## src/rtl/pin_mux_consts.svh

```systemverilog
// Offsets, field codes and reset values of the pin function multiplexer
`ifndef PIN_MUX_CONSTS_SVH
`define PIN_MUX_CONSTS_SVH

`define PM_SEL_BASE       8'h00
`define PM_SEL_COUNT      14
`define PM_DATA_BASE      8'h40
`define PM_DIR_BASE       8'h60
`define PM_PORT_COUNT     6
`define PM_SEL_RESET      8'h00
`define PM_DATA_RESET     8'hFF
`define PM_DIR_RESET      8'hFF
`define PM_PD_SEL1_IDX    7
`define PM_PE_SEL1_IDX    9
`define PM_IN_SEL0_IDX    12
`define PM_IN_SEL1_IDX    13
`define PM_PD_SEL1_MASK   8'h3F
`define PM_PE_SEL1_MASK   8'h03
`define PM_IN_SEL1_MASK   8'h03
`define PM_CODE_ALT1      2'h1
`define PM_CODE_ALT2      2'h2
`define PM_CODE_ALT3      2'h3

`endif

```

## src/rtl/pin_mux_pkg.sv

```systemverilog
// Types shared by the pin function multiplexer and its surroundings
package pin_mux_pkg;

  typedef struct packed {
    logic       spi_sdo;
    logic       spi_cs_o;
    logic       spi_cs_oe;
    logic       sck_o;
    logic       sck_oe;
    logic       sda_o;
    logic       sda_oe;
    logic       uart_tx;
    logic       compact_timer_out;
    logic       compact_timer_out_inv;
    logic       periodic_timer_out;
    logic       periodic_timer_out_inv;
    logic       standard_timer_out;
    logic       standard_timer_out_inv;
    logic       comparator_out;
  } periph_out_t;

  typedef struct packed {
    logic       spi_chip_select;
    logic       serial_data_in;
    logic       serial_clock_in;
    logic       uart_rx;
    logic       standard_timer_capture_in;
    logic       periodic_timer_capture_in;
    logic       standard_timer_clk_in;
    logic       compact_timer_clk_in;
    logic       periodic_timer_clk_in;
    logic       ext_irq_one;
    logic       ext_irq_zero;
  } periph_in_t;

  typedef struct packed {
    logic [15:0] analog_channel;
    logic        reference_out;
    logic        reference_in;
    logic        comparator_pos_in;
    logic        comparator_neg_in;
    logic        hs_crystal_pin_one;
    logic        hs_crystal_pin_two;
    logic        ls_crystal_pin_one;
    logic        ls_crystal_pin_two;
    logic [3:0]  lcd_common_line;
  } analog_route_t;

endpackage : pin_mux_pkg

```

## src/rtl/pin_function_mux.sv

```systemverilog
// Pin function multiplexer with Avalon-MM register access
`include "pin_mux_consts.svh"
// How it works
// - Port A selector 0 bits 7:6 at 11 put SPI data out on A3.
// - A1 field at 11 gives SPI chip select; else general I/O.
// - Port A selector 1 code 11 puts UART transmit on A7, receive on A6.
// - Code 11 puts serial clock on A5 and serial data on A4.
// - Fields of A0, A2, B5, E4 are storage only; pins stay general I/O.
// - Code 11 puts compact timer on B3, its inverse on B4, comparator on B0.
// - Code 11 puts periodic timer inverse on B2, true output on B1.
// - Code 11 hands B7, B6, F5, F4 to the crystal oscillators.
// - C3/C2: 10 gives periodic timer outputs, 11 analog channels 3 and 2.
// - C1: comparator, reference out, channel 1; C0: reference in, channel 0.
// - C7/C6: 10 gives standard timer outputs, 11 analog channels 7 and 6.
// - Code 11 connects channels 4, 5 on C4, C5 and 8 to 14 on D0-D6.
// - Unimplemented upper selector bits read back as zero.
// - Code 11 puts compact timer on E3 and its inverse on E2.
// - Code 11 puts standard timer on E1 and its inverse on E0.
// - F3-F0: 10 gives serial and SPI pins, 11 gives LCD commons 3-0.
// - F7 at 11 comparator positive; F6 at 10 negative, 11 channel 15.
// - Input selector 0 bits 7:5 take chip select, data, clock from A or F.
// - Input selector 0 bits 4:0 choose each timer input pin.
// - Input selector 1 bits 1:0 choose external interrupt source pins.
// - Port data and direction latches reset high, so pins start as inputs.
module pin_function_mux #(
  parameter int ADDR_W = 8
) (
  // Clock and reset
  input  wire logic                       ref_clk,
  input  wire logic                       resetn,
  // Avalon-MM slave
  input  wire logic [ADDR_W-1:0]          address,
  input  wire logic                       read,
  input  wire logic                       write,
  input  wire logic [31:0]                writedata,
  input  wire logic [3:0]                 byteenable,
  output logic      [31:0]                readdata,
  output logic                            waitrequest,
  // Peripheral side
  input  wire pin_mux_pkg::periph_out_t   periph_out,
  output pin_mux_pkg::periph_in_t         periph_in,
  output pin_mux_pkg::analog_route_t      analog_route,
  // Pads, port A in bits 7:0 up to port F in bits 47:40
  input  wire logic [47:0]                pad_in,
  output logic      [47:0]                pad_out,
  output logic      [47:0]                pad_oe,
  output logic      [47:0]                pad_analog_en
);

  // Byte addresses up to the direction latches need seven bits
  if (ADDR_W < 7) begin : g_addr_check
    $error("pin_function_mux: ADDR_W must be at least 7");
  end

  // Reset release synchroniser
  logic rst_meta_reg;
  logic rst_sync_reg;

  always_ff @(posedge ref_clk or negedge resetn) begin
    if (!resetn) begin
      rst_meta_reg <= 1'b0;
      rst_sync_reg <= 1'b0;
    end else begin
      rst_meta_reg <= 1'b1;
      rst_sync_reg <= rst_meta_reg;
    end
  end

  // Mask of bits that exist in a selector register
  function automatic logic [7:0] sel_mask(input int idx);
    case (idx)
      `PM_PD_SEL1_IDX: sel_mask = `PM_PD_SEL1_MASK;
      `PM_PE_SEL1_IDX: sel_mask = `PM_PE_SEL1_MASK;
      `PM_IN_SEL1_IDX: sel_mask = `PM_IN_SEL1_MASK;
      default:         sel_mask = 8'hFF;
    endcase
  endfunction : sel_mask

  // Register file and bus handshake
  logic [7:0]  sel_reg  [`PM_SEL_COUNT];
  logic [7:0]  sel_next [`PM_SEL_COUNT];
  logic [7:0]  data_reg  [`PM_PORT_COUNT];
  logic [7:0]  data_next [`PM_PORT_COUNT];
  logic [7:0]  dir_reg  [`PM_PORT_COUNT];
  logic [7:0]  dir_next [`PM_PORT_COUNT];
  logic        ack_reg;
  logic        ack_next;
  logic [31:0] rdata_reg;
  logic [31:0] rdata_next;
  logic [7:0]  byte_addr;

  assign byte_addr   = 8'(address);
  // One wait cycle: the request is taken on the edge after the slave raises its ack
  assign waitrequest = (read | write) & ~ack_reg;
  assign readdata    = rdata_reg;

  always_comb begin
    sel_next   = sel_reg;
    data_next  = data_reg;
    dir_next   = dir_reg;
    ack_next   = (read | write) & ~ack_reg;
    rdata_next = rdata_reg;

    if (read && !ack_reg) begin
      rdata_next = 32'h0000_0000;
      for (int i = 0; i < `PM_SEL_COUNT; i++) begin
        if (byte_addr == 8'(`PM_SEL_BASE + 4 * i)) begin
          rdata_next = {24'h00_0000, sel_reg[i] & sel_mask(i)};
        end
      end
      for (int k = 0; k < `PM_PORT_COUNT; k++) begin
        // An input pin reads the pad, an output pin its own latch
        if (byte_addr == 8'(`PM_DATA_BASE + 4 * k)) begin
          rdata_next = {24'h00_0000, (dir_reg[k] & pad_in[8*k +: 8]) | (~dir_reg[k] & data_reg[k])};
        end
        if (byte_addr == 8'(`PM_DIR_BASE + 4 * k)) begin
          rdata_next = {24'h00_0000, dir_reg[k]};
        end
      end
    end

    if (write && ack_reg && byteenable[0]) begin
      for (int i = 0; i < `PM_SEL_COUNT; i++) begin
        if (byte_addr == 8'(`PM_SEL_BASE + 4 * i)) begin
          sel_next[i] = writedata[7:0] & sel_mask(i);
        end
      end
      for (int k = 0; k < `PM_PORT_COUNT; k++) begin
        if (byte_addr == 8'(`PM_DATA_BASE + 4 * k)) begin
          data_next[k] = writedata[7:0];
        end
        if (byte_addr == 8'(`PM_DIR_BASE + 4 * k)) begin
          dir_next[k] = writedata[7:0];
        end
      end
    end
  end

  always_ff @(posedge ref_clk or negedge rst_sync_reg) begin
    if (!rst_sync_reg) begin
      for (int i = 0; i < `PM_SEL_COUNT; i++) begin
        sel_reg[i] <= `PM_SEL_RESET;
      end
      for (int k = 0; k < `PM_PORT_COUNT; k++) begin
        data_reg[k] <= `PM_DATA_RESET;
        dir_reg[k]  <= `PM_DIR_RESET;
      end
      ack_reg   <= 1'b0;
      rdata_reg <= 32'h0000_0000;
    end else begin
      sel_reg   <= sel_next;
      data_reg  <= data_next;
      dir_reg   <= dir_next;
      ack_reg   <= ack_next;
      rdata_reg <= rdata_next;
    end
  end

  // Pad routing
  logic [1:0]                 code [48];
  logic [47:0]                own;
  logic [47:0]                own_val;
  logic [47:0]                own_oe;
  logic [47:0]                ana;
  logic [7:0]                 in_sel0;
  logic [7:0]                 in_sel1;
  logic [47:0]                pad_out_next;
  logic [47:0]                pad_oe_next;
  pin_mux_pkg::periph_in_t    pin_next;
  pin_mux_pkg::analog_route_t ar_next;
  pin_mux_pkg::periph_in_t    pin_reg;
  pin_mux_pkg::analog_route_t ar_reg;
  logic [47:0]                pad_out_reg;
  logic [47:0]                pad_oe_reg;
  logic [47:0]                ana_reg;

  assign in_sel0 = sel_reg[`PM_IN_SEL0_IDX];
  assign in_sel1 = sel_reg[`PM_IN_SEL1_IDX];

  always_comb begin
    for (int k = 0; k < `PM_PORT_COUNT; k++) begin
      for (int n = 0; n < 8; n++) begin
        code[8*k+n] = (n < 4) ? sel_reg[2*k][2*n +: 2] : sel_reg[2*k+1][2*(n-4) +: 2];
      end
    end
    own     = 48'h0000_0000_0000;
    own_val = 48'h0000_0000_0000;
    own_oe  = 48'h0000_0000_0000;
    ana     = 48'h0000_0000_0000;
    ar_next = '0;

    // Fields of A0, A2, B5 and E4 are held but never decoded
    if (code[3] == `PM_CODE_ALT3) begin
      own[3] = 1'b1; own_val[3] = periph_out.spi_sdo; own_oe[3] = 1'b1;
    end

    if (code[1] == `PM_CODE_ALT3) begin
      own[1] = 1'b1; own_val[1] = periph_out.spi_cs_o; own_oe[1] = periph_out.spi_cs_oe;
    end

    if (code[7] == `PM_CODE_ALT3) begin
      own[7] = 1'b1; own_val[7] = periph_out.uart_tx; own_oe[7] = 1'b1;
    end

    if (code[6] == `PM_CODE_ALT3) begin
      own[6] = 1'b1;
    end

    if (code[5] == `PM_CODE_ALT3) begin
      own[5] = 1'b1; own_val[5] = periph_out.sck_o; own_oe[5] = periph_out.sck_oe;
    end

    if (code[4] == `PM_CODE_ALT3) begin
      own[4] = 1'b1; own_val[4] = periph_out.sda_o; own_oe[4] = periph_out.sda_oe;
    end

    // Port B timers and comparator, crystal pins on ports B and F
    if (code[11] == `PM_CODE_ALT3) begin
      own[11] = 1'b1; own_val[11] = periph_out.compact_timer_out; own_oe[11] = 1'b1;
    end

    if (code[12] == `PM_CODE_ALT3) begin
      own[12] = 1'b1; own_val[12] = periph_out.compact_timer_out_inv; own_oe[12] = 1'b1;
    end

    if (code[8] == `PM_CODE_ALT3) begin
      own[8] = 1'b1; own_val[8] = periph_out.comparator_out; own_oe[8] = 1'b1;
    end

    if (code[10] == `PM_CODE_ALT3) begin
      own[10] = 1'b1; own_val[10] = periph_out.periodic_timer_out_inv; own_oe[10] = 1'b1;
    end

    if (code[9] == `PM_CODE_ALT3) begin
      own[9] = 1'b1; own_val[9] = periph_out.periodic_timer_out; own_oe[9] = 1'b1;
    end

    ar_next.hs_crystal_pin_two = (code[15] == `PM_CODE_ALT3);
    ar_next.hs_crystal_pin_one = (code[14] == `PM_CODE_ALT3);
    ar_next.ls_crystal_pin_one = (code[45] == `PM_CODE_ALT3);
    ar_next.ls_crystal_pin_two = (code[44] == `PM_CODE_ALT3);

    // Port C timers, comparator and reference
    if (code[19] == `PM_CODE_ALT2) begin
      own[19] = 1'b1; own_val[19] = periph_out.periodic_timer_out_inv; own_oe[19] = 1'b1;
    end

    if (code[18] == `PM_CODE_ALT2) begin
      own[18] = 1'b1; own_val[18] = periph_out.periodic_timer_out; own_oe[18] = 1'b1;
    end

    if (code[23] == `PM_CODE_ALT2) begin
      own[23] = 1'b1; own_val[23] = periph_out.standard_timer_out_inv; own_oe[23] = 1'b1;
    end

    if (code[22] == `PM_CODE_ALT2) begin
      own[22] = 1'b1; own_val[22] = periph_out.standard_timer_out; own_oe[22] = 1'b1;
    end

    if (code[17] == `PM_CODE_ALT1) begin
      own[17] = 1'b1; own_val[17] = periph_out.comparator_out; own_oe[17] = 1'b1;
    end

    ar_next.reference_out = (code[17] == `PM_CODE_ALT2);
    ar_next.reference_in  = (code[16] == `PM_CODE_ALT2);

    // Analog channels 0 to 7 sit on port C in pin order
    for (int n = 0; n < 8; n++) begin
      ar_next.analog_channel[n] = (code[16+n] == `PM_CODE_ALT3);
    end
    for (int n = 0; n < 7; n++) begin
      ar_next.analog_channel[8+n] = (code[24+n] == `PM_CODE_ALT3);
    end

    // Port E timer outputs
    if (code[35] == `PM_CODE_ALT3) begin
      own[35] = 1'b1; own_val[35] = periph_out.compact_timer_out; own_oe[35] = 1'b1;
    end

    if (code[34] == `PM_CODE_ALT3) begin
      own[34] = 1'b1; own_val[34] = periph_out.compact_timer_out_inv; own_oe[34] = 1'b1;
    end

    if (code[33] == `PM_CODE_ALT3) begin
      own[33] = 1'b1; own_val[33] = periph_out.standard_timer_out; own_oe[33] = 1'b1;
    end

    if (code[32] == `PM_CODE_ALT3) begin
      own[32] = 1'b1; own_val[32] = periph_out.standard_timer_out_inv; own_oe[32] = 1'b1;
    end

    // Port F serial pins, display commons and comparator inputs
    if (code[43] == `PM_CODE_ALT2) begin
      own[43] = 1'b1; own_val[43] = periph_out.sck_o; own_oe[43] = periph_out.sck_oe;
    end

    if (code[42] == `PM_CODE_ALT2) begin
      own[42] = 1'b1; own_val[42] = periph_out.sda_o; own_oe[42] = periph_out.sda_oe;
    end

    if (code[41] == `PM_CODE_ALT2) begin
      own[41] = 1'b1; own_val[41] = periph_out.spi_sdo; own_oe[41] = 1'b1;
    end

    if (code[40] == `PM_CODE_ALT2) begin
      own[40] = 1'b1; own_val[40] = periph_out.spi_cs_o; own_oe[40] = periph_out.spi_cs_oe;
    end

    for (int n = 0; n < 4; n++) begin
      ar_next.lcd_common_line[n] = (code[40+n] == `PM_CODE_ALT3);
    end

    ar_next.comparator_pos_in     = (code[47] == `PM_CODE_ALT3);
    ar_next.comparator_neg_in     = (code[46] == `PM_CODE_ALT2);
    ar_next.analog_channel[15]    = (code[46] == `PM_CODE_ALT3);

    // Analog pads get their digital driver switched off
    ana[15]    = ar_next.hs_crystal_pin_two;
    ana[14]    = ar_next.hs_crystal_pin_one;
    ana[45]    = ar_next.ls_crystal_pin_one;
    ana[44]    = ar_next.ls_crystal_pin_two;
    ana[23:16] = ar_next.analog_channel[7:0];
    ana[17]    = ar_next.analog_channel[1] | ar_next.reference_out;
    ana[16]    = ar_next.analog_channel[0] | ar_next.reference_in;
    ana[30:24] = ar_next.analog_channel[14:8];
    ana[43:40] = ar_next.lcd_common_line;
    ana[47]    = ar_next.comparator_pos_in;
    ana[46]    = ar_next.comparator_neg_in | ar_next.analog_channel[15];

    // Storage-only fields never set own, so those pins stay plain port bits
    for (int p = 0; p < 48; p++) begin
      pad_out_next[p] = own[p] ? own_val[p] : data_reg[p/8][p%8];
      pad_oe_next[p]  = ana[p] ? 1'b0 : (own[p] ? own_oe[p] : ~dir_reg[p/8][p%8]);
    end

    pin_next.spi_chip_select           = in_sel0[7] ? pad_in[40] : pad_in[1];
    pin_next.serial_data_in            = in_sel0[6] ? pad_in[42] : pad_in[4];
    pin_next.serial_clock_in           = in_sel0[5] ? pad_in[43] : pad_in[5];
    pin_next.standard_timer_capture_in = in_sel0[4] ? pad_in[33] : pad_in[22];
    pin_next.periodic_timer_capture_in = in_sel0[3] ? pad_in[9] : pad_in[18];
    pin_next.standard_timer_clk_in     = in_sel0[2] ? pad_in[32] : pad_in[23];
    pin_next.compact_timer_clk_in      = in_sel0[1] ? pad_in[34] : pad_in[12];
    pin_next.periodic_timer_clk_in     = in_sel0[0] ? pad_in[10] : pad_in[19];
    pin_next.ext_irq_one               = in_sel1[1] ? pad_in[7] : pad_in[3];
    pin_next.ext_irq_zero              = in_sel1[0] ? pad_in[6] : pad_in[1];
    // Receive is not gated: a receiver ignores its pin until software enables it
    pin_next.uart_rx                   = pad_in[6];
  end

  // Outputs are registered so pads see no glitches while selectors change
  always_ff @(posedge ref_clk or negedge rst_sync_reg) begin
    if (!rst_sync_reg) begin
      pad_out_reg <= 48'hFFFF_FFFF_FFFF;
      pad_oe_reg  <= 48'h0000_0000_0000;
      ana_reg     <= 48'h0000_0000_0000;
      pin_reg     <= '0;
      ar_reg      <= '0;
    end else begin
      pad_out_reg <= pad_out_next;
      pad_oe_reg  <= pad_oe_next;
      ana_reg     <= ana;
      pin_reg     <= pin_next;
      ar_reg      <= ar_next;
    end
  end

  assign pad_out       = pad_out_reg;
  assign pad_oe        = pad_oe_reg;
  assign pad_analog_en = ana_reg;
  assign periph_in     = pin_reg;
  assign analog_route  = ar_reg;

endmodule : pin_function_mux

```

## config.mk

```make
export PLATFORM = sky130hd
export DESIGN_NAME = pin_function_mux
export DESIGN_NICKNAME = d
export VERILOG_FILES = /design/src/rtl/pin_mux_pkg.sv /design/src/rtl/pin_function_mux.sv
export VERILOG_INCLUDE_DIRS = /design/src /design/src/rtl
export SDC_FILE = /design/constraint.sdc
export NUM_CORES = 1
export LEC_CHECK = 0
export ABC_CLOCK_PERIOD_IN_PS = 17830
export BUFFER_PORTS_ARGS = -buffer_cell sky130_fd_sc_hd__buf_2
export CORE_ASPECT_RATIO = 0.6
export CORE_MARGIN = 4
export CORE_UTILIZATION = 40
export DETAILED_ROUTE_END_ITERATION = 8
export GPL_ROUTABILITY_DRIVEN = 0
export PLACE_DENSITY = 0.71
export SKIP_CTS_REPAIR_TIMING = 1
export SLEW_MARGIN = 5
export SYNTH_ARGS = -nofsm -noshare
export SYNTH_HDL_FRONTEND = slang
export SYNTH_SLANG_ARGS = --single-unit
export TNS_END_PERCENT = 5
```

## constraint.sdc

```tcl
create_clock -name ref_clk -period 17.83 [get_ports ref_clk]
set_input_delay 0.8915 -clock ref_clk [delete_from_list [all_inputs] [get_ports ref_clk]]
set_output_delay 0.8915 -clock ref_clk [all_outputs]
set_load 0.005 [all_outputs]
```

==> results of run 1 <==
==> how the worst max path moves through the flow <==
stage                           start                 endpoint  slack [ps]  depth (start not counted)
2_1_floorplan  rst_sync_reg$_DFF_PN0_        ack_reg$_DFF_PN0_        7810                          0
5_1_grt                    address[3]  readdata[4]$_DFFE_PN0P_       14050                          8
3_5_place_dp               address[3]  readdata[4]$_DFFE_PN0P_       13740                          8
4_1_cts                    address[3]  readdata[4]$_DFFE_PN0P_       14250                          8
3_3_place_gp               address[3]  readdata[4]$_DFFE_PN0P_       13800                          8
6_report                   address[3]  readdata[4]$_DFFE_PN0P_       13990                          8
==> routing by layer <==
layer,routed length [µm],part of all wire,vias to the layer above,global-route usage
met5,152,0.0029,-,0.0203
met4,1120,0.021,8,0.0482
met3,7080,0.13,122,0.0977
met2,22100,0.42,757,0.333
met1,22300,0.42,5973,0.345
li1,-,-,4926,-
==> cells in the mapped netlist (all sizes together), types with 9 or more instances <==
library cell    n  area (µm²)
mux2          224        2520
dfrtp         199        4980
dfstp         144        3780
nand2         106         398
buf            95         661
a21oi          70         354
nor2           67         274
o21ai          65         325
clkbuf         35         131
mux2i          31         310
and2           29         181
nand3          22         110
inv            21        78.8
nor3           17         100
nand3b         11        82.6
a211oi         10        80.1
nor2b          10        62.6
o211ai          9        72.6
o22ai           9        56.3
==> metrics by stage <==
stage / setup WS [ps] / util / hold slack [ps] / cells
global placement: 13800 / 0.445 / 340 / 1978
CTS: 14250 / 0.477 / 125 / 2039
finish: 13990 / 0.477 / 139 / 2040
floorplan: 7810 / - / 331 / 1334
global route: 14050 / 0.477 / 130 / 2039
detailed placement: 13740 / 0.445 / 341 / 1978
==> cells by family (layout without fill, tap and decap cells) <==
group	Yosys count	in the layout	synth area share
other	2	49	0.000481
muxes	260	260	0.189
buffers and inverters	151	343	0.0558
and+or+nand+nor	303	303	0.102
AOI/OAI and AO/OA	229	229	0.0920
DFF	343	343	0.561
==> cell type report <==
| type | count | area, µm² | share of cell area |
|---|---|---|---|
| Antenna cell | 1 | 2.50 | 0.000138 |
| Multi-Input combinational cell | 840 | 6160 | 0.339 |
| Clock buffer | 46 | 967 | 0.0532 |
| Sequential cell | 343 | 8770 | 0.482 |
| Inverter | 21 | 78.8 | 0.00433 |
| Clock inverter | 15 | 243 | 0.0133 |
| Tap cell | 513 | 642 | 0.0353 |
| Timing Repair Buffer | 261 | 1330 | 0.0731 |
==> critical path, stage by stage <==
cell and delay, ps:
buf_2 720, or4b_1 740, nor2_2 220, a22oi_1 260, a31oi_1 110, a2111oi_0 750, o41ai_1 260, a211oi_1 310
==> where the power goes <==
group / leakage, nW / internal (mW) / switching [mW]
clock: 0.593 / 0.471 / 0.314
combinational: 3.52 / 0.0290 / 0.0655
sequential: 3.98 / 0.796 / 0.0132
==> impl_metrics.csv, run 1 <==
group,metric,value,unit
cells_and_area,fillers,3420,
cells_and_area,areaGrowthSynthToFinish,16.4,%
yosys,netlist_instances,1288,
drt,dr.pass1.iters,8,
setup_path,startpoint_type,"input pin",
drt,wl_per_cell,25.9,µm
clock_network,cts-root-buf,"clkbuf_16",
power_and_ir_drop,vdd_drop_max,0.0000496,V
clock_network,clk_pin_slew,60,ps
setup_path,crit_required,18280,ps
cells_and_area,final_common_cell,"buf_2",
global_routing,grt_max_degree,83,
cells_and_area,final_area,18200,µm²
timing,finalCritPeriodShare,0.215,
yosys,ys_seq_elements,343,
drt,final_antenna_net_count,0,
setup_path,r2r_cells,6,
drt,dr_total_vias,11800,
die,start_util,0.410,
die,rows,55,
drt,wirelength,52.8,mm
timing,slew_viol_final,0,
global_routing,grt_pass1_vias,11400,
timing,setup_viol_count_final,0,
die,die_w,263,µm
global_routing,grt_antenna_before_repair,4,
yosys,avgSynthCellArea,12.1,µm²
yosys,syn_area,15600,µm²
die,dieArea,42400,µm²
clock_network,cts_tree,"yes",
clock_network,cts_sinks,343,
drt,vias_per_cell,5.78,
setup_path,worst_setup_path_end_kind,"flip-flop",
min_path,hp-class,"in2async",
cells_and_area,final_cell_mix,"buf_2 (252), mux2_2 (224), dfrtp_1 (198)",
die,ios,327,
drt,drt-initial-drc-count,1750,
flow_run,timing.max_cap.violations,0,
setup_path,crit_arrival,4290,ps
setup_path,crit_type,"in2reg",
timing,rsz0062_at_grt,"no",
place,port_buffers,252,
die,dieHeight,161,µm
run_status,status,"complete, no violations",
global_routing,grt_usage,0.237,
setup_path,critPathMaxFanout,43,
yosys,yosysWarnings,0,
timing,fmax,0.260,GHz
global_routing,overflow,0,
power_and_ir_drop,leakage,8.09,nW
place,placed_area,17000,µm²
setup_path,r2r_setup_slack,15180,ps
clock_network,clock_path_buffers,3,
yosys,synth_cell_types,74,
cells_and_area,largest_reg_flops,88,
yosys,synthFlopType,"dfrtp_1",
cells_and_area,layout-drive-gt1-share,0.465,
die,core_area,38100,µm²
yosys,async_reset_ff_frac,1.00,
timing,skew,26.9,ps
setup_path,r2r-end,"readdata[4]$_DFFE_PN0P_",
clock_network,numCtsBuffers,34,
timing,finalHoldViolCount,0,
global_routing,grt_pass1_wl,75.8,mm
timing,setup_tns,0,ps
timing,fin_crit,3840,ps
clock_network,h-tree-depth,2,
clock_network,clock_latency,540,ps
drt,drc,0,
power_and_ir_drop,p_per_area,92.9,nW/µm²
power_and_ir_drop,power,1.69,mW
timing,tightest_slew,1340,ps
cells_and_area,finalNetCount,1612,
timing,maxSlewHeadroom,0.0927,
yosys,ys_seq_area_frac,0.561,
place,place_hpwl,39.0,mm
yosys,synth-edff-count,0,
setup_path,reg2reg_from,"dir_reg[28]$_DFFE_PN1P_",
No activity file was read; power rests on OpenSTA's default activity.
==> inputs of run 2 (changes only) <==
--- a/config.mk
+++ b/config.mk
@@ -6,7 +6,7 @@
 export SDC_FILE = /design/constraint.sdc
 export NUM_CORES = 1
 export LEC_CHECK = 0
-export ABC_CLOCK_PERIOD_IN_PS = 17830
+export ABC_CLOCK_PERIOD_IN_PS = 3800
 export BUFFER_PORTS_ARGS = -buffer_cell sky130_fd_sc_hd__buf_2
 export CORE_ASPECT_RATIO = 0.6
 export CORE_MARGIN = 4
==> constraint.sdc (replaced) <==
create_clock -name ref_clk -period 3.8 [get_ports ref_clk]
set_input_delay 0.19 -clock ref_clk [delete_from_list [all_inputs] [get_ports ref_clk]]
set_output_delay 0.19 -clock ref_clk [all_outputs]
set_load 0.005 [all_outputs]
==> run 2 against run 1 <==
The flow now finishes with violations (design-rule violations). First-iteration DRC count shrank 15%. Critical path type unchanged. Highest routed layer is now met4. Setup slack worse by 13000 ps. Cell area rose by 2.6%. Clock power increased to 4.5 times the previous value. Power grew to 4.6 times the previous value. Combinational power rose to 5.1 times the previous value. Hold slack worse by 81 ps.
==> impl_metrics.csv, run 2 (same netlist as run 1, synthesis figures left out) <==
group,metric,value,unit
run_status,status,"finished, violations left",
run_status,violations,"design-rule violations",
clock_network,cts_sinks,343,
setup_path,reg2reg_from,"dir_reg[28]$_DFFE_PN1P_",
setup_path,critPathMaxFanout,33,
timing,skew,17.5,ps
min_path,hp-class,"in2reg",
setup_path,crit_required,4200,ps
die,start_util,0.410,
setup_path,path_cells,"buf_2, or4b_1, nor2_1, a31oi_1, a211oi_1, o211ai_2, a41oi_1, nor3_2",
global_routing,grt_pass1_vias,11800,
setup_path,r2r_setup_slack,1300,ps
cells_and_area,areaGrowthSynthToFinish,19.5,%
global_routing,grt_usage,0.241,
die,core_area,38100,µm²
setup_path,cp_slowest_cell,"or4b_1",
setup_path,r2r-end,"readdata[4]$_DFFE_PN0P_",
global_routing,overflow,0,
drt,dr_total_vias,12100,
setup_path,startpoint_type,"input pin",
flow_run,timing.max_cap.violations,0,
clock_network,h-tree-depth,2,
die,die_w,263,µm
setup_path,cp.depth,8,
setup_path,r2r_cells,6,
timing,setup_tns,0,ps
power_and_ir_drop,leakage,8.29,nW
cells_and_area,finalNetCount,1661,
global_routing,grt_pass1_wl,77.7,mm
timing,finalCritPeriodShare,0.689,
clock_network,cts_tree,"yes",
setup_path,cp_num_buf_inv,1,
drt,wirelength,53.6,mm
setup_path,crit_start,"address[5]",
power_and_ir_drop,p_per_area,417,nW/µm²
timing,finalHoldViolCount,0,
place,place_hpwl,39.2,mm
timing,fin_crit,2620,ps
setup_path,worst_setup_path_end_kind,"flip-flop",
power_and_ir_drop,vdd_drop_max,0.000208,V
timing,maxSlewHeadroom,0.366,
die,dieHeight,161,µm
drt,dr.pass1.iters,9,
setup_path,crit_path_max_incr_delay,650,ps
drt,final_antenna_net_count,0,
clock_network,clock_path_buffers,3,
setup_path,critPathTopFamily,"compound AO/OA/AOI/OAI gates",
global_routing,grt_antenna_before_repair,2,
clock_network,clock_latency,530,ps
drt,drt-initial-drc-count,1479,
cells_and_area,largest_reg_flops,88,
drt,wl_per_cell,25.6,µm
clock_network,clk_pin_slew,60,ps
cells_and_area,layout-drive-gt1-share,0.457,
timing,rsz0062_at_grt,"no",
clock_network,numCtsBuffers,35,
drt,vias_per_cell,5.80,
timing,fmax,0.382,GHz
die,ios,327,
setup_path,crit_arrival,3020,ps
drt,drc,2,
timing,slew_viol_final,0,
setup_path,crit_type,"in2reg",
cells_and_area,final_cell_mix,"buf_2 (252), mux2_2 (224), dfrtp_1 (198)",
cells_and_area,final_util,0.490,
die,dieArea,42400,µm²
timing,setup_viol_count_final,0,
die,rows,55,
clock_network,cts-root-buf,"clkbuf_16",
timing,tightest_slew,945,ps
setup_path,crit_end,"readdata[3]$_DFFE_PN0P_",
place,port_buffers,252,
cells_and_area,final_common_cell,"buf_2",
global_routing,grt_max_degree,81,
[run 2: cell count changes in the layout (fill, tap and decap cells not counted), moves of 4 or more]
cell / change
buf_4: +5
dlygate4sd3_1: +39
clkbuf_8: +5
bufinv_16: -5
clkinvlp_4: +4
buf_12: +4
[run 2: layer usage]
layer / global-route usage / vias to the layer above / part of all wire
li1: - / 5031 / -
met1: 0.351 / 6183 / 0.42
met2: 0.343 / 774 / 0.42
met3: 0.0949 / 155 / 0.13
met4: 0.0485 / 0 / 0.029
met5: 0 / - / 0
[run 2: metrics by stage]
step / cells / instance area, µm² / hold WS (ps) / total power [mW] / setup WS [ps]
3_5_place_dp: 1987 / 17100 / -23.9 / 4.30 / 874
4_1_cts: 2050 / 18300 / -573 / 7.81 / 1420
5_1_grt: 2091 / 18700 / 97.7 / 8.08 / 1170
6_report: 2092 / 18700 / 58.4 / 7.79 / 1180
2_1_floorplan: 1334 / 15800 / -106 / 4.11 / 488
3_3_place_gp: 1987 / 17100 / -24.4 / 4.30 / 947
[run 2: where the power goes]
group / leakage (nW) / internal (mW) / total (mW) / switching (mW)
Clock: 0.566 / 2.05 / 3.50 / 1.45
Sequential: 3.98 / 3.74 / 3.80 / 0.0670
Combinational: 3.75 / 0.172 / 0.484 / 0.312
Total: 8.29 / 5.96 / 7.79 / 1.83
[run 2: final cells by class]
cell class | count | area (µm²)
Multi-Input combinational cell | 840 | 6160
Sequential cell | 343 | 8770
Antenna cell | 3 | 7.51
Timing Repair Buffer | 309 | 1840
Clock buffer | 53 | 1090
Tap cell | 513 | 642
Fill cell | 3389 | 19500
Inverter | 21 | 78.8
Clock inverter | 10 | 91.3
[run 2: how the worst min path moves through the flow]
stage	from	endpoint	slack (ps)	depth (start not counted)
final	pad_in[45]	readdata[5]$_DFFE_PN0P_	60	3
after global placement	resetn	rst_meta_reg$_DFF_PN0_	-20	1
after detailed placement	resetn	rst_meta_reg$_DFF_PN0_	-20	1
after global routing	pad_in[45]	readdata[5]$_DFFE_PN0P_	100	3
after floorplan	resetn	rst_meta_reg$_DFF_PN0_	-110	0
after CTS	resetn	rst_sync_reg$_DFF_PN0_	-570	1
[run 2: worst min-delay path, cell delays in order]
cell and delay (ps):
buf_2 80, a211oi_1 60, o31ai_1 220
